File: config.mk
export PLATFORM = sky130hd
export DESIGN_NAME = mad_motion_detector
export DESIGN_NICKNAME = d
export VERILOG_FILES = /design/src/hdl/mad_pkg.sv /design/src/hdl/mad_motion_detector.sv
export VERILOG_INCLUDE_DIRS = /design/src /design/src/hdl
export SDC_FILE = /design/constraint.sdc
export NUM_CORES = 1
export LEC_CHECK = 0
export BUFFER_PORTS_ARGS = -buffer_cell sky130_fd_sc_hd__buf_2
export CORE_ASPECT_RATIO = 0.8
export CORE_UTILIZATION = 40
export CTS_CLUSTER_DIAMETER = 30
export DETAILED_ROUTE_END_ITERATION = 6
export SYNTH_ARGS = -nofsm -noshare
export SYNTH_HDL_FRONTEND = slang
export SYNTH_SLANG_ARGS = --single-unit
export TNS_END_PERCENT = 100
File: constraint.sdc
create_clock -name i_clk -period 6.6 [get_ports i_clk]
set_input_delay 0.66 -clock i_clk [delete_from_list [all_inputs] [get_ports i_clk]]
set_output_delay 0.66 -clock i_clk [all_outputs]
set_load 0.005 [all_outputs]
File: src/hdl/mad_defines.svh
/*
 * Register offsets, field positions, reset values and sample-count limits
 * of the motion activity detector.
 * Assumes inclusion by bare name from the package and the design file.
 */
`ifndef MAD_DEFINES_SVH
`define MAD_DEFINES_SVH

// ----------------------------------------------------------------------
// register bus geometry and offsets
// ----------------------------------------------------------------------
`define MAD_ADDR_W 4
`define MAD_DATA_W 16
`define MAD_REG_ACT_THRESH 4'h0
`define MAD_REG_ACT_TIME 4'h1
`define MAD_REG_INACT_THRESH 4'h2
`define MAD_REG_INACT_TIME 4'h3
`define MAD_REG_CTRL 4'h4
`define MAD_REG_STATUS 4'h5
`define MAD_REG_INT_MAP 4'h6

// ----------------------------------------------------------------------
// field positions
// ----------------------------------------------------------------------
`define MAD_CTRL_ACT_EN 0
`define MAD_CTRL_ACT_REF 1
`define MAD_CTRL_INACT_EN 2
`define MAD_CTRL_INACT_REF 3
`define MAD_CTRL_LINK_LO 4
`define MAD_CTRL_LINK_HI 5
`define MAD_CTRL_AUTOSLEEP 6
`define MAD_CTRL_MEASURE 7
`define MAD_CTRL_WAKEUP 8
`define MAD_CTRL_W 9
`define MAD_STAT_ACT 0
`define MAD_STAT_INACT 1
`define MAD_STAT_AWAKE 2
`define MAD_STAT_WAKEUP 3
`define MAD_MAP_W 3

// ----------------------------------------------------------------------
// widths, limits and reset values
// ----------------------------------------------------------------------
`define MAD_SAMPLE_W 12
`define MAD_THRESH_W 11
`define MAD_ACT_TIME_W 8
`define MAD_INACT_TIME_W 16
`define MAD_ACT_TIME_MAX_S 20
`define MAD_INACT_TIME_MAX 16'hFFFF
`define MAD_MIN_SAMPLE_PERIOD_US 2500
`define MAD_CTRL_RST 9'h000
`define MAD_THRESH_RST 11'h000
`define MAD_ACT_TIME_RST 8'h00
`define MAD_INACT_TIME_RST 16'h0000
`define MAD_MAP_RST 3'h0
`define MAD_AWAKE_RST 1'b1

`endif

File: src/hdl/mad_pkg.sv
/*
 * Types shared by the motion activity detector.
 * Assumes mad_defines.svh is on the include path.
 */
package mad_pkg;
   `include "mad_defines.svh"

   typedef enum logic [1:0] {MAD_LINK_DEFAULT, MAD_LINK_LINKED, MAD_LINK_LOOP} mad_link_t;
   typedef enum logic {MAD_WATCH_ACT, MAD_WATCH_INACT} mad_watch_t;
   typedef logic signed [`MAD_SAMPLE_W-1:0] mad_sample_t;
   typedef logic [`MAD_SAMPLE_W:0] mad_mag_t;
endpackage

File: src/hdl/mad_motion_detector.sv
/*
 * Activity / inactivity detector with referenced and absolute forms,
 * default, linked and loop interaction, awake flag and autosleep.
 * Assumes one sample strobe per output_sample_rate period on
 * i_sample_valid, axis data valid beside it, inputs synchronous to i_clk.
 */
// Decided for this implementation: the address-and-strobe port and the register addresses.
`timescale 1ns/100ps
`include "mad_defines.svh"
module mad_motion_detector
   import mad_pkg::*;
(
   input wire logic i_clk,
   input wire logic i_reset_n,
   input wire logic [`MAD_ADDR_W-1:0] i_addr,
   input wire logic [`MAD_DATA_W-1:0] i_wdata,
   input wire logic i_wr,
   input wire logic i_rd,
   output logic [`MAD_DATA_W-1:0] o_rdata,
   input wire logic i_sample_valid,
   input wire logic signed [`MAD_SAMPLE_W-1:0] i_accel_x,
   input wire logic signed [`MAD_SAMPLE_W-1:0] i_accel_y,
   input wire logic signed [`MAD_SAMPLE_W-1:0] i_accel_z,
   output logic o_int,
   output logic o_awake,
   output logic o_wakeup_mode
);

   // ----------------------------------------------------------------------
   // helpers
   // ----------------------------------------------------------------------
   function automatic mad_mag_t mad_dist(input mad_sample_t a, input mad_sample_t r);
      logic signed [`MAD_SAMPLE_W:0] d;
      d = {a[`MAD_SAMPLE_W-1], a} - {r[`MAD_SAMPLE_W-1], r};
      mad_dist = d[`MAD_SAMPLE_W] ? mad_mag_t'(-d) : mad_mag_t'(d);
   endfunction

   function automatic mad_mag_t mad_thr(input logic [`MAD_THRESH_W-1:0] t);
      mad_thr = {2'b00, t};
   endfunction

   // ----------------------------------------------------------------------
   // reset release
   // ----------------------------------------------------------------------
   logic rst_meta;
   logic rst_n;
   always_ff @(posedge i_clk or negedge i_reset_n) begin
      if (!i_reset_n) begin
         rst_meta <= 1'b0;
         rst_n <= 1'b0;
      end else begin
         rst_meta <= 1'b1;
         rst_n <= rst_meta;
      end
   end

   // ----------------------------------------------------------------------
   // declarations
   // ----------------------------------------------------------------------
   logic [`MAD_THRESH_W-1:0] act_thresh;
   logic [`MAD_ACT_TIME_W-1:0] act_time;
   logic [`MAD_THRESH_W-1:0] inact_thresh;
   logic [`MAD_INACT_TIME_W-1:0] inact_time;
   logic [`MAD_CTRL_W-1:0] ctrl;
   logic [`MAD_MAP_W-1:0] int_map;
   logic act_flag;
   logic inact_flag;
   logic awake;
   logic [`MAD_ACT_TIME_W-1:0] act_cnt;
   logic [`MAD_INACT_TIME_W-1:0] inact_cnt;
   logic act_cap_pend;
   logic act_run_q;
   mad_watch_t watch;
   mad_link_t link;
   mad_sample_t sample [3];
   mad_sample_t act_ref [3];
   mad_sample_t inact_ref [3];
   logic run;
   logic wakeup_eff;
   logic act_on;
   logic inact_on;
   logic act_qual;
   logic inact_ok;
   logic act_hit;
   logic inact_hit;
   logic stat_rd;
   logic [`MAD_ACT_TIME_W-1:0] act_tmin;
   logic [`MAD_INACT_TIME_W-1:0] inact_tmin;

   assign sample[0] = i_accel_x;
   assign sample[1] = i_accel_y;
   assign sample[2] = i_accel_z;
   assign stat_rd = i_rd && (i_addr == `MAD_REG_STATUS);

   // ----------------------------------------------------------------------
   // mode decode
   // ----------------------------------------------------------------------
   always_comb begin
      unique case (ctrl[`MAD_CTRL_LINK_HI:`MAD_CTRL_LINK_LO])
         2'b00: link = MAD_LINK_DEFAULT;
         2'b01: link = MAD_LINK_LINKED;
         default: link = MAD_LINK_LOOP;
      endcase
   end

   assign run = ctrl[`MAD_CTRL_MEASURE];
   // autosleep is ignored in default mode; sleep follows the awake flag
   assign wakeup_eff = run && (ctrl[`MAD_CTRL_WAKEUP] || (ctrl[`MAD_CTRL_AUTOSLEEP]
                       && link != MAD_LINK_DEFAULT && !awake));

   always_comb begin
      act_on = 1'b0;
      inact_on = 1'b0;
      unique case (link)
         MAD_LINK_DEFAULT: begin
            act_on = ctrl[`MAD_CTRL_ACT_EN] && !act_flag;
            inact_on = ctrl[`MAD_CTRL_INACT_EN] && !inact_flag;
         end
         MAD_LINK_LINKED: begin
            act_on = ctrl[`MAD_CTRL_ACT_EN] && watch == MAD_WATCH_ACT && !inact_flag;
            inact_on = ctrl[`MAD_CTRL_INACT_EN] && watch == MAD_WATCH_INACT && !act_flag;
         end
         MAD_LINK_LOOP: begin
            act_on = ctrl[`MAD_CTRL_ACT_EN] && watch == MAD_WATCH_ACT;
            inact_on = ctrl[`MAD_CTRL_INACT_EN] && watch == MAD_WATCH_INACT;
         end
      endcase
      act_on = act_on && run;
      inact_on = inact_on && run;
   end

   // ----------------------------------------------------------------------
   // per-axis qualification
   // ----------------------------------------------------------------------
   always_comb begin
      mad_sample_t r;
      r = '0;
      act_qual = 1'b0;
      inact_ok = 1'b1;
      for (int i = 0; i < 3; i++) begin
         r = ctrl[`MAD_CTRL_ACT_REF] ? act_ref[i] : mad_sample_t'(0);
         if (mad_dist(sample[i], r) > mad_thr(act_thresh)) begin
            act_qual = 1'b1;
         end
         r = ctrl[`MAD_CTRL_INACT_REF] ? inact_ref[i] : mad_sample_t'(0);
         if (mad_dist(sample[i], r) >= mad_thr(inact_thresh)) begin
            inact_ok = 1'b0;
         end
      end
   end

   // a zero time reads as a single sample, so no sample ever slips through unfiltered
   assign act_tmin = (act_time == '0) ? `MAD_ACT_TIME_W'(1) : act_time;
   assign inact_tmin = (inact_time == '0) ? `MAD_INACT_TIME_W'(1) : inact_time;

   assign act_hit = i_sample_valid && act_on && !act_cap_pend && act_qual
                    && (wakeup_eff || act_cnt >= act_tmin - 1'b1);
   assign inact_hit = i_sample_valid && inact_on && inact_ok
                      && inact_cnt >= inact_tmin - 1'b1;

   // ----------------------------------------------------------------------
   // duration counters
   // ----------------------------------------------------------------------
   always_ff @(posedge i_clk or negedge rst_n) begin
      if (!rst_n) begin
         act_cnt <= '0;
      end else if (!act_on || act_hit) begin
         act_cnt <= '0;
      end else if (i_sample_valid) begin
         act_cnt <= (act_qual && !act_cap_pend) ? act_cnt + 1'b1 : '0;
      end
   end

   always_ff @(posedge i_clk or negedge rst_n) begin
      if (!rst_n) begin
         inact_cnt <= '0;
      end else if (!inact_on || inact_hit) begin
         inact_cnt <= '0;
      end else if (i_sample_valid) begin
         inact_cnt <= inact_ok ? inact_cnt + 1'b1 : '0;
      end
   end

   // ----------------------------------------------------------------------
   // references
   // ----------------------------------------------------------------------
   always_ff @(posedge i_clk or negedge rst_n) begin
      if (!rst_n) begin
         act_run_q <= 1'b0;
         act_cap_pend <= 1'b0;
      end else begin
         act_run_q <= ctrl[`MAD_CTRL_ACT_EN] && run;
         if ((ctrl[`MAD_CTRL_ACT_EN] && run && !act_run_q)
             || (link != MAD_LINK_DEFAULT && inact_hit)
             || (link == MAD_LINK_DEFAULT && act_hit)) begin
            act_cap_pend <= 1'b1;
         end else if (i_sample_valid && act_on) begin
            act_cap_pend <= 1'b0;
         end
      end
   end

   always_ff @(posedge i_clk or negedge rst_n) begin
      if (!rst_n) begin
         for (int i = 0; i < 3; i++) begin
            act_ref[i] <= '0;
         end
      end else if (i_sample_valid && act_on && act_cap_pend) begin
         for (int i = 0; i < 3; i++) begin
            act_ref[i] <= sample[i];
         end
      end
   end

   always_ff @(posedge i_clk or negedge rst_n) begin
      if (!rst_n) begin
         for (int i = 0; i < 3; i++) begin
            inact_ref[i] <= '0;
         end
      end else if (i_sample_valid && run && ctrl[`MAD_CTRL_INACT_REF] && !inact_ok) begin
         for (int i = 0; i < 3; i++) begin
            inact_ref[i] <= sample[i];
         end
      end
   end

   // ----------------------------------------------------------------------
   // detector alternation and motion state
   // ----------------------------------------------------------------------
   always_ff @(posedge i_clk or negedge rst_n) begin
      if (!rst_n) begin
         watch <= MAD_WATCH_ACT;
      end else if (link == MAD_LINK_DEFAULT) begin
         watch <= MAD_WATCH_ACT;
      end else if (act_hit) begin
         watch <= MAD_WATCH_INACT;
      end else if (inact_hit) begin
         watch <= MAD_WATCH_ACT;
      end
   end

   always_ff @(posedge i_clk or negedge rst_n) begin
      if (!rst_n) begin
         awake <= `MAD_AWAKE_RST;
      end else if (act_hit) begin
         awake <= 1'b1;
      end else if (inact_hit) begin
         awake <= 1'b0;
      end
   end

   // ----------------------------------------------------------------------
   // event flags: a new event wins over the clearing read
   // ----------------------------------------------------------------------
   always_ff @(posedge i_clk or negedge rst_n) begin
      if (!rst_n) begin
         act_flag <= 1'b0;
         inact_flag <= 1'b0;
      end else begin
         if (act_hit) begin
            act_flag <= 1'b1;
         end else if (stat_rd || (link == MAD_LINK_LOOP && inact_hit)) begin
            act_flag <= 1'b0;
         end
         if (inact_hit) begin
            inact_flag <= 1'b1;
         end else if (stat_rd || (link == MAD_LINK_LOOP && act_hit)) begin
            inact_flag <= 1'b0;
         end
      end
   end

   // ----------------------------------------------------------------------
   // register bus
   // ----------------------------------------------------------------------
   always_ff @(posedge i_clk or negedge rst_n) begin
      if (!rst_n) begin
         act_thresh <= `MAD_THRESH_RST;
         act_time <= `MAD_ACT_TIME_RST;
         inact_thresh <= `MAD_THRESH_RST;
         inact_time <= `MAD_INACT_TIME_RST;
         ctrl <= `MAD_CTRL_RST;
         int_map <= `MAD_MAP_RST;
      end else if (i_wr) begin
         unique case (i_addr)
            `MAD_REG_ACT_THRESH: act_thresh <= i_wdata[`MAD_THRESH_W-1:0];
            `MAD_REG_ACT_TIME: act_time <= i_wdata[`MAD_ACT_TIME_W-1:0];
            `MAD_REG_INACT_THRESH: inact_thresh <= i_wdata[`MAD_THRESH_W-1:0];
            `MAD_REG_INACT_TIME: inact_time <= i_wdata[`MAD_INACT_TIME_W-1:0];
            `MAD_REG_CTRL: ctrl <= i_wdata[`MAD_CTRL_W-1:0];
            `MAD_REG_INT_MAP: int_map <= i_wdata[`MAD_MAP_W-1:0];
            default: ;
         endcase
      end
   end

   always_ff @(posedge i_clk or negedge rst_n) begin
      if (!rst_n) begin
         o_rdata <= '0;
      end else if (i_rd) begin
         unique case (i_addr)
            `MAD_REG_ACT_THRESH: o_rdata <= `MAD_DATA_W'(act_thresh);
            `MAD_REG_ACT_TIME: o_rdata <= `MAD_DATA_W'(act_time);
            `MAD_REG_INACT_THRESH: o_rdata <= `MAD_DATA_W'(inact_thresh);
            `MAD_REG_INACT_TIME: o_rdata <= inact_time;
            `MAD_REG_CTRL: o_rdata <= `MAD_DATA_W'(ctrl);
            `MAD_REG_STATUS: o_rdata <= `MAD_DATA_W'({wakeup_eff, awake, inact_flag, act_flag});
            `MAD_REG_INT_MAP: o_rdata <= `MAD_DATA_W'(int_map);
            default: o_rdata <= '0;
         endcase
      end else begin
         o_rdata <= '0;
      end
   end

   // ----------------------------------------------------------------------
   // outputs
   // ----------------------------------------------------------------------
   always_ff @(posedge i_clk or negedge rst_n) begin
      if (!rst_n) begin
         o_int <= 1'b0;
         o_awake <= `MAD_AWAKE_RST;
         o_wakeup_mode <= 1'b0;
      end else begin
         // routing awake onto the line gives a stand-alone motion switch
         o_int <= |(int_map & {awake, inact_flag, act_flag});
         o_awake <= awake;
         o_wakeup_mode <= wakeup_eff;
      end
   end

   // ----------------------------------------------------------------------
   // checks
   // ----------------------------------------------------------------------
   act_flag_set_a: assert property (@(posedge i_clk) disable iff (!rst_n)
      act_hit |=> act_flag ##1 (o_int || !$past(int_map[0])))
      else $error("activity event did not set flag");
   awake_follow_a: assert property (@(posedge i_clk) disable iff (!rst_n)
      (inact_hit && !act_hit) |=> !awake ##1 !o_awake)
      else $error("inactivity did not clear awake");
   reset_disable_a: assert property (@(posedge i_clk) disable iff (!rst_n)
      !ctrl[`MAD_CTRL_ACT_EN] |-> !act_hit && (ctrl[`MAD_CTRL_INACT_EN] || !inact_hit))
      else $error("detector fired while disabled");
   read_clear_a: assert property (@(posedge i_clk) disable iff (!rst_n)
      (stat_rd && !act_hit) |=> !act_flag && !$past(act_hit))
      else $error("status read did not clear activity flag");
   linked_wait_a: assert property (@(posedge i_clk) disable iff (!rst_n)
      (link == MAD_LINK_LINKED && inact_flag) |-> !act_hit)
      else $error("linked mode advanced before servicing");
   wakeup_single_a: assert property (@(posedge i_clk) disable iff (!rst_n)
      (i_sample_valid && wakeup_eff && act_on && !act_cap_pend && act_qual) |-> act_hit)
      else $error("wake-up mode did not use single-sample activity");
   inact_count_a: assert property (@(posedge i_clk) disable iff (!rst_n)
      inact_hit |-> (inact_cnt == inact_tmin - 1'b1))
      else $error("inactivity declared early");
   loop_advance_a: assert property (@(posedge i_clk) disable iff (!rst_n)
      (link == MAD_LINK_LOOP && act_hit) |=> watch == MAD_WATCH_INACT && !inact_flag)
      else $error("loop mode did not advance");
   act_capture_a: assert property (@(posedge i_clk) disable iff (!rst_n)
      (i_sample_valid && act_on && act_cap_pend)
      |=> act_ref[0] == $past(i_accel_x) && act_ref[2] == $past(i_accel_z))
      else $error("activity reference not captured");
   inact_reload_a: assert property (@(posedge i_clk) disable iff (!rst_n)
      (i_sample_valid && run && ctrl[`MAD_CTRL_INACT_REF] && !inact_ok)
      |=> inact_ref[2] == $past(i_accel_z) && inact_cnt == '0)
      else $error("inactivity reference not reloaded");

endmodule

* Word-level counts from Yosys, hierarchy flattened
Cells that the tools add are included.
Cells by class: shift-type cells 0, equal/unequal tests 9, multipliers 0, reductions and logical operators 66, $lt $le $gt $ge 8, div/mod/pow operators 0, bitwise gates (word level) 2, multiplexer cells 40, $add $sub $neg 16
Operator list (count):
- $pmux W16 S7 | 1
- $mux W16 | 5
- $mux W13 | 6
- $neg A13 Y13 | 6
- $sub A12 B12 Y13 | 6
- $mux W12 | 6
- $ge A13 B11 Y1 | 3
- $gt A13 B11 Y1 | 3
- $mux W8 | 4
- $logic_and A1 B1 Y1 | 30
- $add A16 B1 Y16 const B | 1
- $ge A16 B16 Y1 | 1
- $logic_not A16 Y1 | 1
- $sub A16 B1 Y16 const B | 1
- $mux W1 | 15
- $reduce_bool A2 Y1 | 7
- $eq A4 B3 Y1 const B | 3
- $reduce_and A2 Y1 | 6
- $add A8 B1 Y8 const B | 1
- $eq A4 B2 Y1 const B | 2
- $ge A8 B8 Y1 | 1
- $logic_not A1 Y1 | 8
- $logic_not A8 Y1 | 1
- $logic_or A1 B1 Y1 | 8
- 12 further kinds | 15
Word-level totals: bits of input ports 61, output and inout bits 19, memory bits (writable) 0, bits in registers 181, bits in read-only memories 0, latch bits 0, word-level logic and storage cells 167, memories 0

* Logic depth before layout (Yosys ltp)
Gate-level depths: netlist of run 1.
depth in word-level cells 14, depth in mapped cells 25, gate-level depth less buffers 23

* Worst setup path after synthesis of run 1
OpenSTA, ideal clock, no wires.
path kind reg-to-reg, start register ctrl[3], end register inact_ref[0] (netlist name), setup time 0.125 ns, buffers on the path 3, data required time 6.475 ns, data arrival time 5.037 ns, cell stages (with the launch flop) 22, period minus slack after synthesis 5.162 ns, path slack 1.438 ns, path through dfrtp_1 clkbuf_1 clkbuf_1 nand2_1 fa_1 a21oi_2 o21ai_1 o41ai_2 o21ai_0 o31ai_4 o21ai_0 ha_1 a21o_1 a21oi_1 o21ai_0 a211oi_1 nor3_1 nor4b_1 and4_4 nor2_4 buf_6 mux2_4
On the way: longest elaborated chain between the ends 10, elaborated cells on any way between the ends 21, classes of those cells add/sub (6); order compare (3); mux (9); reduce/logical (3)
RTL lines:
- start: declaration | line mad_motion_detector.sv:64 | logic [`MAD_CTRL_W-1:0] ctrl;
- start signal: assignment | line mad_motion_detector.sv:282 | ctrl <= `MAD_CTRL_RST;
- start signal: assignment | line mad_motion_detector.sv:290 | `MAD_REG_CTRL: ctrl <= i_wdata[`MAD_CTRL_W-1:0];
- $mux W12 | line mad_motion_detector.sv:145 | r = ctrl[`MAD_CTRL_INACT_REF] ? inact_ref[i] : mad_sample_t'(0);
- $sub A12 B12 Y13 | line mad_motion_detector.sv:34 | d = {a[`MAD_SAMPLE_W-1], a} - {r[`MAD_SAMPLE_W-1], r};
- $neg A13 Y13 | line mad_motion_detector.sv:35 | mad_dist = d[`MAD_SAMPLE_W] ? mad_mag_t'(-d) : mad_mag_t'(d);
- $mux W13 | line mad_motion_detector.sv:35
- $ge A13 B11 Y1 | line mad_motion_detector.sv:146 | if (mad_dist(sample[i], r) >= mad_thr(inact_thresh)) begin
- $mux W1 (3 in a row) | line mad_motion_detector.sv:146
- $logic_not A1 Y1 | line mad_motion_detector.sv:220 | end else if (i_sample_valid && run && ctrl[`MAD_CTRL_INACT_REF] && !inact_ok) begin
- $logic_and A1 B1 Y1 (*) | line mad_motion_detector.sv:220
- end signal: indexed assignment | line mad_motion_detector.sv:222 | inact_ref[i] <= sample[i];
- end: declaration | line mad_motion_detector.sv:77 | mad_sample_t inact_ref [3];
Every way passes the cells marked *; elsewhere a longest branch is shown, timed or not. A chain may end at the register's enable or synchronous reset.

* Final worst setup path of run 1
start register ctrl[1], end register act_cap_pend
On the way: longest elaborated chain between the ends 13, elaborated cells on any way between the ends 24, classes of those cells add/sub (6); order compare (3); mux (10); reduce/logical (5)
RTL lines:
- $mux W12 | line mad_motion_detector.sv:141 | r = ctrl[`MAD_CTRL_ACT_REF] ? act_ref[i] : mad_sample_t'(0);
- $sub A12 B12 Y13 | line mad_motion_detector.sv:34
- $neg A13 Y13 | line mad_motion_detector.sv:35
- $mux W13 | line mad_motion_detector.sv:35
- $gt A13 B11 Y1 | line mad_motion_detector.sv:142 | if (mad_dist(sample[i], r) > mad_thr(act_thresh)) begin
- $mux W1 (2 in a row) | line mad_motion_detector.sv:142
- $mux W1 (*) | line mad_motion_detector.sv:142
- $logic_and A1 B1 Y1 (*) | line mad_motion_detector.sv:156 | assign act_hit = i_sample_valid && act_on && !act_cap_pend && act_qual
- $logic_and A1 B1 Y1 (*) | line mad_motion_detector.sv:157 | && (wakeup_eff || act_cnt >= act_tmin - 1'b1);
- $logic_and A1 B1 Y1 (*) | line mad_motion_detector.sv:195 | || (link == MAD_LINK_DEFAULT && act_hit)) begin
- $logic_or A1 B1 Y1 (*) | line mad_motion_detector.sv:193 | if ((ctrl[`MAD_CTRL_ACT_EN] && run && !act_run_q)
- $mux W1 or $reduce_bool A2 Y1 (tied branches)
- end signal: assignment | line mad_motion_detector.sv:190 | act_cap_pend <= 1'b0;
- end signal: assignment | line mad_motion_detector.sv:196 | act_cap_pend <= 1'b1;
- end signal: assignment | line mad_motion_detector.sv:198 | act_cap_pend <= 1'b0;
- end: declaration | line mad_motion_detector.sv:71 | logic act_cap_pend;
Marked as above.

==> results of run 1 <==
## metal layers
metal  vias up  track usage  routed length, um
met2       276        0.341              18600
met1      6319        0.312              21200
met4         0       0.0489                431
li1       6324            -                  -
met3        30       0.0343               1840
met5         -            0                  0
## synth_stat cells, types with 10 or more instances
cell type	instances
a21oi_1	75
and2_1	15
mux2_4	30
ha_1	172
and3_1	19
xor2_1	46
a21o_1	41
nor3_1	55
nor4_1	13
or4_1	11
clkbuf_1	44
a211oi_1	22
or3_1	20
a31oi_1	15
mux2_2	99
o21ai_0	62
nor2b_1	21
dfrtp_1	179
nand4_1	21
xnor2_1	81
nand3_1	35
nand2_1	164
inv_1	74
a2111oi_0	10
nor2_1	104
o21a_1	21
a22oi_1	21
a211o_1	10
nand2b_1	25
## final cells by class
type	count	share of cell area
Sequential cell	181	0.267
Inverter	74	0.0163
Multi-Input combinational cell	1373	0.617
Timing Repair Buffer	93	0.0296
Clock buffer	19	0.0260
Clock inverter	13	0.00824
Tap cell	495	0.0364
## final timing paths
path | from | end | slack [ns] | depth (start not counted)
max in group asynchronous | rst_n$_DFF_PN0_ | inact_ref[8]$_DFFE_PN0P_ | 4.77 | 1
worst max-delay path | ctrl[1]$_DFFE_PN0P_ | act_cap_pend$_DFFE_PN0P_ | 0.48 | 23
worst max register to register | ctrl[1]$_DFFE_PN0P_ | act_cap_pend$_DFFE_PN0P_ | 0.48 | 23
min in group asynchronous | rst_n$_DFF_PN0_ | act_time[3]$_DFFE_PN0P_ | 0.36 | 0
worst min register to register | rst_meta$_DFF_PN0_ | rst_n$_DFF_PN0_ | 0.35 | 0
worst min-delay path | rst_meta$_DFF_PN0_ | rst_n$_DFF_PN0_ | 0.35 | 0
## state kept, by name, summed over array words and instances, names as in the netlist, 3 cells and up
| signal | count |
|---|---|
| act_ref | 36 |
| act_time | 8 |
| o_rdata | 16 |
| inact_thresh | 11 |
| inact_time | 16 |
| act_cnt | 8 |
| int_map | 3 |
| ctrl | 9 |
| act_thresh | 11 |
| inact_cnt | 16 |
| inact_ref | 36 |
## power groups by stage
stage | logic [mW] | clock network [mW] | registers, mW
2_1_floorplan | 2.98 | 0 | 1.59
3_3_place_gp | 3.74 | 0 | 1.66
3_5_place_dp | 3.83 | 0 | 1.67
4_1_cts | 3.86 | 1.07 | 1.65
5_1_grt | 4.34 | 1.11 | 1.70
6_report | 3.89 | 1.05 | 1.66
## what timing repair did
item,in CTS,in global routing
hold endpoints to repair,2,0
resized for setup,0,0
hold buffers,1,0
## logic make-up after synthesis
kind of cell / Yosys count / synth area share
and+or+nand+nor: 543 / 0.175
AOI/OAI and AO/OA: 388 / 0.178
DFF: 181 / 0.292
adders and majority gates: 178 / 0.147
muxes: 136 / 0.106
xor gates and xnor gates: 127 / 0.0718
buffers and inverters: 123 / 0.0313
other: 1 / 0.000242
## per-stage QoR
step	setup slack, ns	area, sq um	util	hold WS [ns]	power, mW
after floorplan	1.19	15500	-	0.331	4.57
after detailed placement	0.586	16400	0.430	0.335	5.50
after global placement	0.592	16400	0.430	0.331	5.40
final	0.477	17000	0.445	0.350	6.59
after global routing	0.161	17000	0.445	0.357	7.15
after CTS	0.501	17000	0.445	0.351	6.59
==> flow_results.org, run 1 <==
** Die
- Initial core utilization :: 0.406
- Total die area :: 39500 sq um
- Number of placement rows :: 64
- Vertical die dimension :: 178 um
- 80 I/O pins were placed.
- Die width :: 222 um
- Core area :: 38200 sq um

** Hold path
- The min-delay analysis places its worst path in the category reg -> reg.

** Timing
- In the finished design, the share of the clock period the worst path needs comes to 0.928.
- Between clock sinks in the finished design, the worst skew comes to 0.0122 ns.
- Achievable clock frequency :: 163 MHz
- Max Slew Vio Count :: 0
- The total count of hold-check failures in the final report is 0.
- Setup TNS after final layout :: 0 ns
- Setup violations remaining at the end of the flow were counted as 0.
- Fin crit period :: 6.12 ns
- In this run the tightest slew margin relative to its limit is 0.271.
- Unrepaired setup endpoints after global routing :: no
- At the pin with the least slew margin, the transition time is 1.09 ns.

** Outcome
- The run finished, with violations left.
- The final reports fail on design-rule violations.

** Final layout
- Final cell count without fillers :: 2248
- Fraction of final layout cells sized beyond drive strength 1 :: 0.163
- Antenna diode count :: 0
- # nets final :: 1979
- Compared with the post-synthesis result, the final layout area differs by 9.72%.
- Most common cell after layout, fill and taps aside :: dfrtp_1
- Sequential standard cell area :: 4540 sq um
- Fill cell count :: 3660
- Summing all multi-input logic gate instances after layout gives 10500 sq um.
- Leading cell types in the layout, fill and taps excluded :: dfrtp_1 (178), ha_1 (172), nand2_1 (164)

** Yosys
- In the synthesized netlist the dominant register cell turns out to be dfrtp_1.
- The share of the Yosys chip area taken by registers is 0.292.
- Synth area leaders :: dfrtp_1 (29%), ha_1 (14%), mux2_2 (7.2%), xnor2_1 (4.6%), nand2_1 (4.0%)
- In this run, synthesis inferred 0 flip-flops with an integrated enable.
- During synthesis, Yosys emitted a total of 0 warnings.
- The cell area that synthesis handed to floorplanning was 15500 sq um.
- The biggest area contributor in the post-synthesis netlist is dfrtp_1.
- The synthesized design contains 181 register bits.
- Number of different library cells in the post-synthesis netlist :: 88
- Top cell type's share of synthesized area :: 0.289
- Of all flip-flops after synthesis, the portion carrying an async set or reset was 1.00.
- When the netlist entered floorplanning its net count stood at 1916.
- Average size of a mapped cell :: 9.24 sq um
- The cell count after synthesis came out at 1677.

** Setup path
- The worst setup path is of the reg -> reg kind.
- Critical Path Slowest Stage Cell :: dfrtp_1
- Walking the worst path, the cells encountered are buf_4, and2_1, ha_1, inv_1, fa_1, a211o_1, a211o_1, o21ba_2, o211ai_1, a31oi_1, a41oi_1, xnor2_1, ha_1, a21o_1, a21o_1, a21oi_1, o21ai_0, a31oi_1, o221ai_1, a41oi_1, and4_1, or2_2, o311ai_0.
- Endpoint type of the worst setup path :: flip-flop
- Data arrives at the worst endpoint at 6.42 ns.
- Worst path bufs/invs :: 2
- The worst setup path is launched from a flip-flop.
- Grouping stages by cell kind, the critical path spends the most delay in compound AO/OA/AOI/OAI gates.
- At the worst endpoint, the required time is 6.90 ns.
- Max incr delay on CP :: 0.52 ns
- Of all nets on the critical path, the largest fanout is 18.

** Detailed routing
- DRC violations left :: 1
- Across all layers, the routed design uses 12900 vias.
- The count of nets left with antenna violations once routing finished came out at 0.
- Routed length per instance :: 18.7 um
- After the first detailed-routing iteration, the DRC count stood at 1145.
- The first detailed-routing pass ran for 7 iterations.
- Post-detailed-route via-to-cell ratio :: 5.76
- Total wirelength of the detailed-routed design :: 42.1 mm

** Power
- Sequential fraction of design power :: 0.251
- In this run the power density over the cells is 387 nW/um^2.
- The share of total power dissipated in combinational logic is 0.590.
- Static leakage :: 7.49 nW
- The share of total power dissipated in the clock network is 0.159.
- Worst ir drop on vdd :: 0.253 mV
- The internal power of the cells totals 3.70 mW.
- Net switching fraction of the power :: 0.439
- Summed over all nets, the switching power comes to 2.89 mW.

** GRT
- Overflow after GRT :: 0
- The first global-routing pass estimated 67.6 mm of wire.
- Number of global-route vias before repair :: 12300
- Initial antenna violation count :: 0
- GRT Overall Usage :: 0.217
- Largest net degree at the start of global routing :: 76

** Clocking
- Clock net sink count :: 181
- Root buf cell :: clkbuf_16
- The clock tree synthesis step divided the H-tree into 4 levels.
- Once the clock tree was built, the setup fixing pass inserted 0 buffers.
- Number of clock buffers inserted by TritonCTS :: 17
- Max Buffers Root-to-Sink :: 2
- At the later pin of the worst-skew pair, clock insertion delay measures 0.46 ns.
- TritonCTS built the clock tree.
- Clock slew seen by the registers of the worst setup and hold paths :: 0.07 ns

** Place
- # placed instances :: 2215
- Placer's final routability congestion estimate :: 0.897
- Port buffering added 79 buffers.
- HPWL reported at the end of detailed placement :: 32.6 mm

** Flow run
- Max-cap violations in this run came to 0.
No activity file was read; power rests on OpenSTA's default activity.
==> inputs of run 2 (changes only) <==
--- a/config.mk
+++ b/config.mk
@@ -8,6 +8,7 @@
 export LEC_CHECK = 0
 export BUFFER_PORTS_ARGS = -buffer_cell sky130_fd_sc_hd__buf_2
 export CORE_ASPECT_RATIO = 0.8
+export CORE_MARGIN = 1.5
 export CORE_UTILIZATION = 40
 export CTS_CLUSTER_DIAMETER = 30
 export DETAILED_ROUTE_END_ITERATION = 6
==> run 2 against run 1 <==
Net effect:
- the flow now finishes without violations
- clock power hardly changed
- via count is 0.34% lower
- worst setup slack better by 0.16 ns
- register-to-register slack better by 0.16 ns
- power is 0.66% lower
- combinational power is 2% lower
- highest routed layer unchanged
==> flow_results.org, run 2 (synthesis results as in run 1) <==
** Outcome
- Run status :: finished clean (was complete, but fails checks)

** Detailed routing
- The final routed wirelength across all metal layers was 42.3 mm (was 42.1 mm).
- The length of the first detailed-routing pass in iterations was 7 (unchanged).
- The count of vias placed by the detailed router came to 12900 (about the same).
- The wire length per cell after detailed routing came to 18.8 um (was 18.7 um).
- The DRC violation count after routing is 0 (was 1).
- The number of DRC violations after detailed-routing iteration 0 is 855 (was 1145).
- Post-detailed-route via-to-cell ratio :: 5.74 (was 5.76)
- Detail Route Antenna Nets :: 0 (unchanged)

** Timing
- Measured slew at the worst slew-check pin :: 1.12 ns (was 1.09 ns)
- The worst-case headroom to the max-slew limit was 0.256 (was 0.271).
- Fin crit share :: 0.904 (was 0.928)
- The final number of setup-violating endpoints was 0 (unchanged).
- Unrepaired setup endpoints after global routing :: no (unchanged)
- The maximum achievable frequency is 168 MHz (was 163 MHz).
- Min Hold Slack :: 0.352 ns (was 0.350 ns)
- Setup TNS after final layout :: 0 ns (unchanged)
- Worst setup slack after layout :: 0.634 ns (was 0.477 ns)
- Count of endpoints failing hold in the final timing report :: 0 (unchanged)
- Fin crit period :: 5.97 ns (was 6.12 ns)
- The final clock skew came to 0.00963 ns (was 0.0122 ns).
- Max Slew Vio Count :: 0 (unchanged)

** Die
- Initial core utilization :: 0.406 (unchanged)
- The overall die width came to 223 um (was 222 um).
- The core box area is 38200 sq um (unchanged).
- The number of core rows is 64 (unchanged).
- Top Ports :: 80 (unchanged)
- The vertical die dimension was 179 um (was 178 um).
- The die area was 39900 sq um (was 39500 sq um).

** Place
- The count of input and output buffers was 79 (unchanged).
- The routability congestion estimate from global placement was 0.917 (was 0.897).
- Worst slack after detailed placement :: 0.437 ns (was 0.586 ns)
- The total half-perimeter wirelength after legalization and detailed placement was 32.4 mm (was 32.6 mm).

** GRT
- Overflow after GRT :: 0 (unchanged)
- Initial antenna violation count :: 1 (was 0)
- Number of global-route vias before repair :: 12100 (was 12300)
- The global router's overall resource usage came to 0.217 (about the same).
- Largest net degree at the start of global routing :: 68 (was 76)
- Global-route wire length before repair :: 67.7 mm (was 67.6 mm)

** Setup path
- Critical Path Start Type :: flip-flop (unchanged)
- Category of the critical setup timing path :: reg -> reg (unchanged)
- The maximum fanout along the worst path came to 17 (was 18).
- The data arrival time of the critical path came to 6.31 ns (was 6.42 ns).
- Cell seen most often among critical-path stages :: o21ai_0
- The required time of the critical path came to 6.95 ns (was 6.90 ns).
- The biggest cell delay along the critical path came to 0.61 ns (was 0.52 ns).
- The critical path's slowest cell is dfrtp_2 (was dfrtp_1).
- List of cells traversed by the critical path: buf_4, and2_1, ha_1, inv_1, fa_1, a211oi_1, o21ai_0, a41oi_1, nand2b_1, a21oi_1, nor2_1, xnor2_1, ha_1, a211oi_1, o21ai_0, a21oi_1, o21ai_0, a22oi_1, o221ai_1, a41oi_1, and4_1, o31a_1, nor3_1 (was buf_4, and2_1, ha_1, inv_1, fa_1, a211o_1, a211o_1, o21ba_2, o211ai_1, a31oi_1, a41oi_1, xnor2_1, ha_1, a21o_1, a21o_1, a21oi_1, o21ai_0, a31oi_1, o221ai_1, a41oi_1, and4_1, or2_2, o311ai_0).
- The kind of end point of the critical path was a flip-flop (unchanged).

** Final layout
- Final core utilization :: 0.445 (about the same)
- Leading cell types in the layout, fill and taps excluded :: dfrtp_1 (177), ha_1 (172), nand2_1 (164) (was dfrtp_1 (178), ha_1 (172), nand2_1 (164))
- The most common cell after layout, fill and taps aside is dfrtp_1 (unchanged).
- Regs by FF count :: act_ref (36), inact_ref (36) (unchanged)
- Sequential standard cell area :: 4540 sq um (about the same)
- Multi-input logic area :: 10500 sq um (unchanged)
- Fill cell count :: 3715 (was 3660)
- The share of cells above drive strength 1 is 0.163 (about the same).
- The net count of the finished layout is 1977 (was 1979).
- Layout area overhead :: 9.65% (was 9.72%)

** Power
- Net switching power :: 2.89 mW (about the same)
- Power per standard cell area :: 385 nW/um^2 (was 387 nW/um^2)
- Static leakage :: 7.49 nW (about the same)
- The portion of total power attributed to sequential cells was 0.255 (was 0.251).
- Worst ir drop on vdd :: 0.215 mV (was 0.253 mV)
- Cell-internal power :: 3.66 mW (was 3.70 mW)
- The proportion of power drawn by combinational gates is 0.585 (was 0.590).
- The clock share of power came to 0.160 (was 0.159).
- The switching power as a share of total power is 0.441 (was 0.439).

** Hold path
- The type of the tightest min-delay check is reg -> reg (unchanged).

** Clocking
- Clock slew seen by the registers of the worst setup and hold paths :: 0.08 ns (was 0.07 ns)
- The clock sink total was 181 (unchanged).
- The maximum level of the CTS H-tree came to 4 (unchanged).
- The number of buffers inserted to repair setup after CTS was 0 (unchanged).
- Number of clock buffers inserted by TritonCTS :: 17 (unchanged)
- The clock root buffer master is clkbuf_16 (unchanged).
- The buffer levels on the longest clock path was 2 (unchanged).
- The TritonCTS clock tree is built (unchanged).
- Clock latency at the later pin of the worst-skew pair :: 0.47 ns (was 0.46 ns)

** Flow run
- The number of max-capacitance violations reported is 0 (unchanged).
run 2: what timing repair did:
item                       4_1_cts  5_1_grt
hold buffers                     1        0
hold endpoints to repair         2        0
resized for setup                0        1
setup endpoints to repair        0        2
run 2: area by class of cell:
type,instances,area share
inverters,74,0.0163
diodes,1,0.000147
clock inverters,15,0.00928
clock buffers,17,0.0250
multi-input cells,1373,0.617
repair buffers,91,0.0287
flip-flops and latches,181,0.267
well taps,495,0.0364
run 2: per-layer routing:
layer  vias up  routed length (um)  global-route usage
met5         -                   0                   0
met4         0                 536              0.0488
met3        37                1760              0.0375
met2       247               18500               0.336
met1      6281               21500               0.314
li1       6340                   -                   -
run 2: final timing paths:
| path | start | endpoint | depth (start not counted) | slack, ns |
|---|---|---|---|---|
| max in group asynchronous | rst_n$_DFF_PN0_ | ctrl[2]$_DFFE_PN0P_ | 1 | 4.71 |
| worst max register to register | ctrl[1]$_DFFE_PN0P_ | act_cnt[4]$_DFFE_PN0P_ | 23 | 0.63 |
| worst min-delay path | rst_meta$_DFF_PN0_ | rst_n$_DFF_PN0_ | 0 | 0.35 |
| worst min register to register | rst_meta$_DFF_PN0_ | rst_n$_DFF_PN0_ | 0 | 0.35 |
| worst max-delay path | ctrl[1]$_DFFE_PN0P_ | act_cnt[4]$_DFFE_PN0P_ | 23 | 0.63 |
| min in group asynchronous | rst_n$_DFF_PN0_ | act_time[4]$_DFFE_PN0P_ | 0 | 0.45 |
run 2: through the flow:
stage | instances | total power, mW | area, sq um
CTS | 2246 | 6.55 | 17000
global placement | 2213 | 5.36 | 16400
finish | 2247 | 6.54 | 17000
floorplan | 1677 | 4.57 | 15500
detailed placement | 2213 | 5.45 | 16400
global route | 2247 | 7.10 | 17000
run 2: power groups by stage:
| stage | Sequential (mW) | Combinational, mW | Clock, mW |
|---|---|---|---|
| 2_1_floorplan | 1.59 | 2.98 | 0 |
| 3_3_place_gp | 1.68 | 3.68 | 0 |
| 3_5_place_dp | 1.68 | 3.77 | 0 |
| 4_1_cts | 1.67 | 3.81 | 1.08 |
| 5_1_grt | 1.71 | 4.27 | 1.12 |
| 6_report | 1.67 | 3.83 | 1.05 |
run 2: worst max-delay path: cells and delay by family (launching register included):
family | cells | cell delay, ns
adder cells (fa/ha/maj) | 3 | 0.87
flip-flops | 1 | 0.61
buffers and inverters | 2 | 0.36
XOR/XNOR | 1 | 0.17
AND/OR/NAND/NOR | 5 | 0.98
AO/OA/AOI/OAI | 12 | 2.82
==> inputs of run 3 (changes only) <==
--- a/config.mk
+++ b/config.mk
@@ -8,10 +8,11 @@
 export LEC_CHECK = 0
 export BUFFER_PORTS_ARGS = -buffer_cell sky130_fd_sc_hd__buf_2
 export CORE_ASPECT_RATIO = 0.8
-export CORE_MARGIN = 1.5
+export CORE_MARGIN = 3
 export CORE_UTILIZATION = 40
 export CTS_CLUSTER_DIAMETER = 30
 export DETAILED_ROUTE_END_ITERATION = 6
+export GPL_TIMING_DRIVEN = 0
 export SYNTH_ARGS = -nofsm -noshare
 export SYNTH_HDL_FRONTEND = slang
 export SYNTH_SLANG_ARGS = --single-unit
==> run 3 against run 2 <==
Net effect:
- sequential power is essentially flat
- sequential cell count is the same
- register-to-register slack lost 0.17 ns
- design area grew 1.4%
- combinational power grew 2%
- clock power grew 5%
- die area grew 3.0%
- clock skew grew 0.0069 ns
- critical path depth shrank 3
- largest power group unchanged
- via count grew 1.8%
- first-iteration DRC count grew 15%
- clock-buffer cell count grew 1
- critical path type unchanged
==> flow_results.org, run 3 (synthesis results as in run 1) <==
** Outcome
- Run status: finished clean (unchanged).

** Timing
- The transition time of the tightest slew-check pin is 1.12 ns (about the same).
- The total count of hold-check failures in the final report came to 0 (unchanged).
- The worst hold slack was 0.342 ns (was 0.352 ns).
- The setup TNS after final layout came to 0 ns (unchanged).
- Max Slew Vio Count :: 0 (unchanged)
- Headroom to the max-slew limit :: 0.251 (was 0.256)
- The maximum achievable frequency is 163 MHz (was 168 MHz).
- Worst setup skew after layout :: 0.0165 ns (was 0.00963 ns)
- The final number of setup-violating endpoints came to 0 (unchanged).
- The final critical path time including I/O delays and setup was 6.14 ns (was 5.97 ns).
- The final period utilization was 0.930 (was 0.904).

** Die
- Die width :: 226 um (was 223 um)
- Top Ports :: 80 (unchanged)
- The core box area is 37600 sq um (was 38200 sq um).
- Initial core utilization :: 0.412 (was 0.406)
- The die area came to 41200 sq um (was 39900 sq um).
- Number of placement rows :: 63 (was 64)
- Vertical die dimension :: 182 um (was 179 um)

** GRT
- Overflow after GRT :: 0 (unchanged)
- The global router's overall resource usage came to 0.213 (was 0.217).
- The pin count of the biggest net entering global routing came to 51 (was 68).
- The global-route wire length before repair is 68.8 mm (was 67.7 mm).
- Number of global-route vias before repair :: 12500 (was 12100)
- The number of antenna violations at the first check in global routing came to 1 (unchanged).

** Place
- The count of input and output buffers was 77 (was 79).
- Cell area after placement :: 16600 sq um (was 16400 sq um)
- The total half-perimeter wirelength after legalization and detailed placement came to 34.3 mm (was 32.4 mm).
- # placed instances :: 2244 (was 2213)
- The routability congestion estimate from global placement was 0.934 (was 0.917).

** Power
- The switching power as a share of total power came to 0.441 (about the same).
- The portion of total power attributed to sequential cells is 0.247 (was 0.255).
- Cell-internal power :: 3.73 mW (was 3.66 mW)
- Power per standard cell area :: 387 nW/um^2 (was 385 nW/um^2)
- The total power came to 6.67 mW (was 6.54 mW).
- The clock share of power came to 0.165 (was 0.160).
- Combinational group share of total power :: 0.587 (was 0.585)
- The power spent charging and discharging nets came to 2.94 mW (was 2.89 mW).
- The largest vdd supply drop is 0.187 mV (was 0.215 mV).
- Static leakage :: 7.56 nW (was 7.49 nW)

** Detailed routing
- The antenna violation net count after detailed routing is 0 (unchanged).
- Vias :: 13100 (was 12900)
- Routed length per instance :: 19.1 um (was 18.8 um)
- Initial drt markers :: 979 (was 855)
- Post-detailed-route via-to-cell ratio :: 5.77 (was 5.74)
- The length of the first detailed-routing pass in iterations came to 5 (was 7).
- DRC violations left :: 0 (unchanged)
- Total wirelength of the detailed-routed design :: 43.5 mm (was 42.3 mm)

** Final layout
- The multi-input logic area came to 10500 sq um (about the same).
- # nets final :: 2015 (was 1977)
- Fraction of final layout cells sized beyond drive strength 1 :: 0.159 (was 0.163)
- The final non-filler cell total is 2276 (was 2247).
- Leading cell types in the layout, fill and taps excluded :: dfrtp_1 (177), ha_1 (172), nand2_1 (164) (unchanged)
- Layout area overhead :: 11.1% (was 9.65%)
- Sequential standard cell area :: 4540 sq um (unchanged)
- The fill cell instance count of the final layout came to 3554 (was 3715).
- The antenna diode instance count came to 0 (was 1).
- The summed area of non-filler cells in the final layout was 17200 sq um (was 17000 sq um).
- The most common cell after layout, fill and taps aside was dfrtp_1 (unchanged).
- Regs by FF count: act_ref (36), inact_ref (36) (unchanged).

** Setup path
- The required time of the critical path is 6.95 ns (about the same).
- Maximum fanout along the worst path :: 10 (was 17)
- The data arrival time of the critical path was 6.49 ns (was 6.31 ns).
- Critical Path Start Type :: flip-flop (unchanged)
- The critical path class is reg -> reg (unchanged).
- The kind of end point of the critical path is a flip-flop (unchanged).

** Clocking
- Clock net sink count :: 181 (unchanged)
- The TritonCTS clock tree was built (unchanged).
- Root buf cell :: clkbuf_16 (unchanged)
- The latest clock arrival within the worst-skew pair is 0.48 ns (was 0.47 ns).
- Number of clock buffers inserted by TritonCTS :: 17 (unchanged)
- Buffer count from post-CTS setup fixing :: 0 (unchanged)
- Clock slew seen by the registers of the worst setup and hold paths :: 0.08 ns (about the same)
- Max Buffers Root-to-Sink :: 2 (unchanged)
- Clock H-tree levels :: 4 (unchanged)

** Flow run
- The number of max-capacitance violations reported came to 0 (unchanged).

** Hold path
- The type of the tightest min-delay check is reg -> async (was reg -> reg).
==> run 3: changes by cell type in the layout (fill, tap and decap cells not counted), moves of 2 or more <==
cell,previous run,this run
bufinv_16,0,2
buf_4,11,0
inv_6,3,6
inv_8,6,3
buf_6,0,3
clkbuf_2,0,4
clkbuf_1,0,39
buf_16,0,2
clkinv_4,3,1
==> run 3: metrics by stage <==
step,util,worst slack [ns]
floorplan,-,1.19
global placement,0.439,-1.31
detailed placement,0.441,-0.310
CTS,0.457,0.0415
global route,0.458,-0.000440
finish,0.458,0.464
==> run 3: what timing repair did <==
item / 4_1_cts / 5_1_grt
hold buffers: 1 / 0
setup endpoints to repair: 61 / 53
resized for setup: 2 / 13
endpoints found under the hold margin: 2 / 0
==> run 3: worst max-delay path, cell delays in order (launching register included) <==
cell      delay, ns
dfrtp_1        0.37
clkbuf_2       0.37
clkbuf_4       0.37
nand2_1        0.14
fa_1           0.53
a21oi_2        0.21
o21ai_1        0.15
o41ai_4        0.39
o21ai_0        0.32
o31ai_4        0.42
nand2_1        0.12
xnor2_1        0.25
ha_1           0.29
a21oi_1        0.15
o21ai_0        0.11
a211oi_1       0.24
nor3_1         0.09
nor4b_1        0.40
nand4_1        0.34
or4_1          0.60
o311ai_0       0.12
==> run 3: area by class of cell <==
class,instances,share of cell area
inverter,74,0.0161
multi-input combinational,1373,0.610
clock buffer,18,0.0249
tap,487,0.0354
buffer,48,0.0123
clock inverter,14,0.0104
sequential,181,0.263
timing repair buffer,81,0.0273
==> run 3: metal layers <==
metal	share of wire	vias to the layer above	track usage
met5	0.00030	-	0
met4	0.019	2	0.0596
met3	0.058	48	0.0489
met2	0.42	286	0.306
met1	0.50	6401	0.318
li1	-	6401	-
==> run 3: final timing paths <==
path                            cells after the start                start  slack, ns                        to
worst min-delay path                                0      rst_n$_DFF_PN0_       0.34   act_time[4]$_DFFE_PN0P_
max in group asynchronous                           2      rst_n$_DFF_PN0_       5.27   act_ref[28]$_DFFE_PN0P_
worst max-delay path                               20  ctrl[3]$_DFFE_PN0P_       0.46  act_cap_pend$_DFFE_PN0P_
worst min register to register                      0      rst_n$_DFF_PN0_       0.34   act_time[4]$_DFFE_PN0P_
worst max register to register                     20  ctrl[3]$_DFFE_PN0P_       0.46  act_cap_pend$_DFFE_PN0P_
min in group i_clk                                  0   rst_meta$_DFF_PN0_       0.36           rst_n$_DFF_PN0_
==> run 3: power groups by stage <==
| stage | sequential (mW) | combinational [mW] | clock [mW] |
|---|---|---|---|
| after global placement | 1.67 | 3.70 | 0 |
| final | 1.65 | 3.92 | 1.10 |
| after detailed placement | 1.66 | 3.84 | 0 |
| after global routing | 1.69 | 4.38 | 1.18 |
| after floorplan | 1.59 | 2.98 | 0 |
| after CTS | 1.65 | 3.87 | 1.13 |
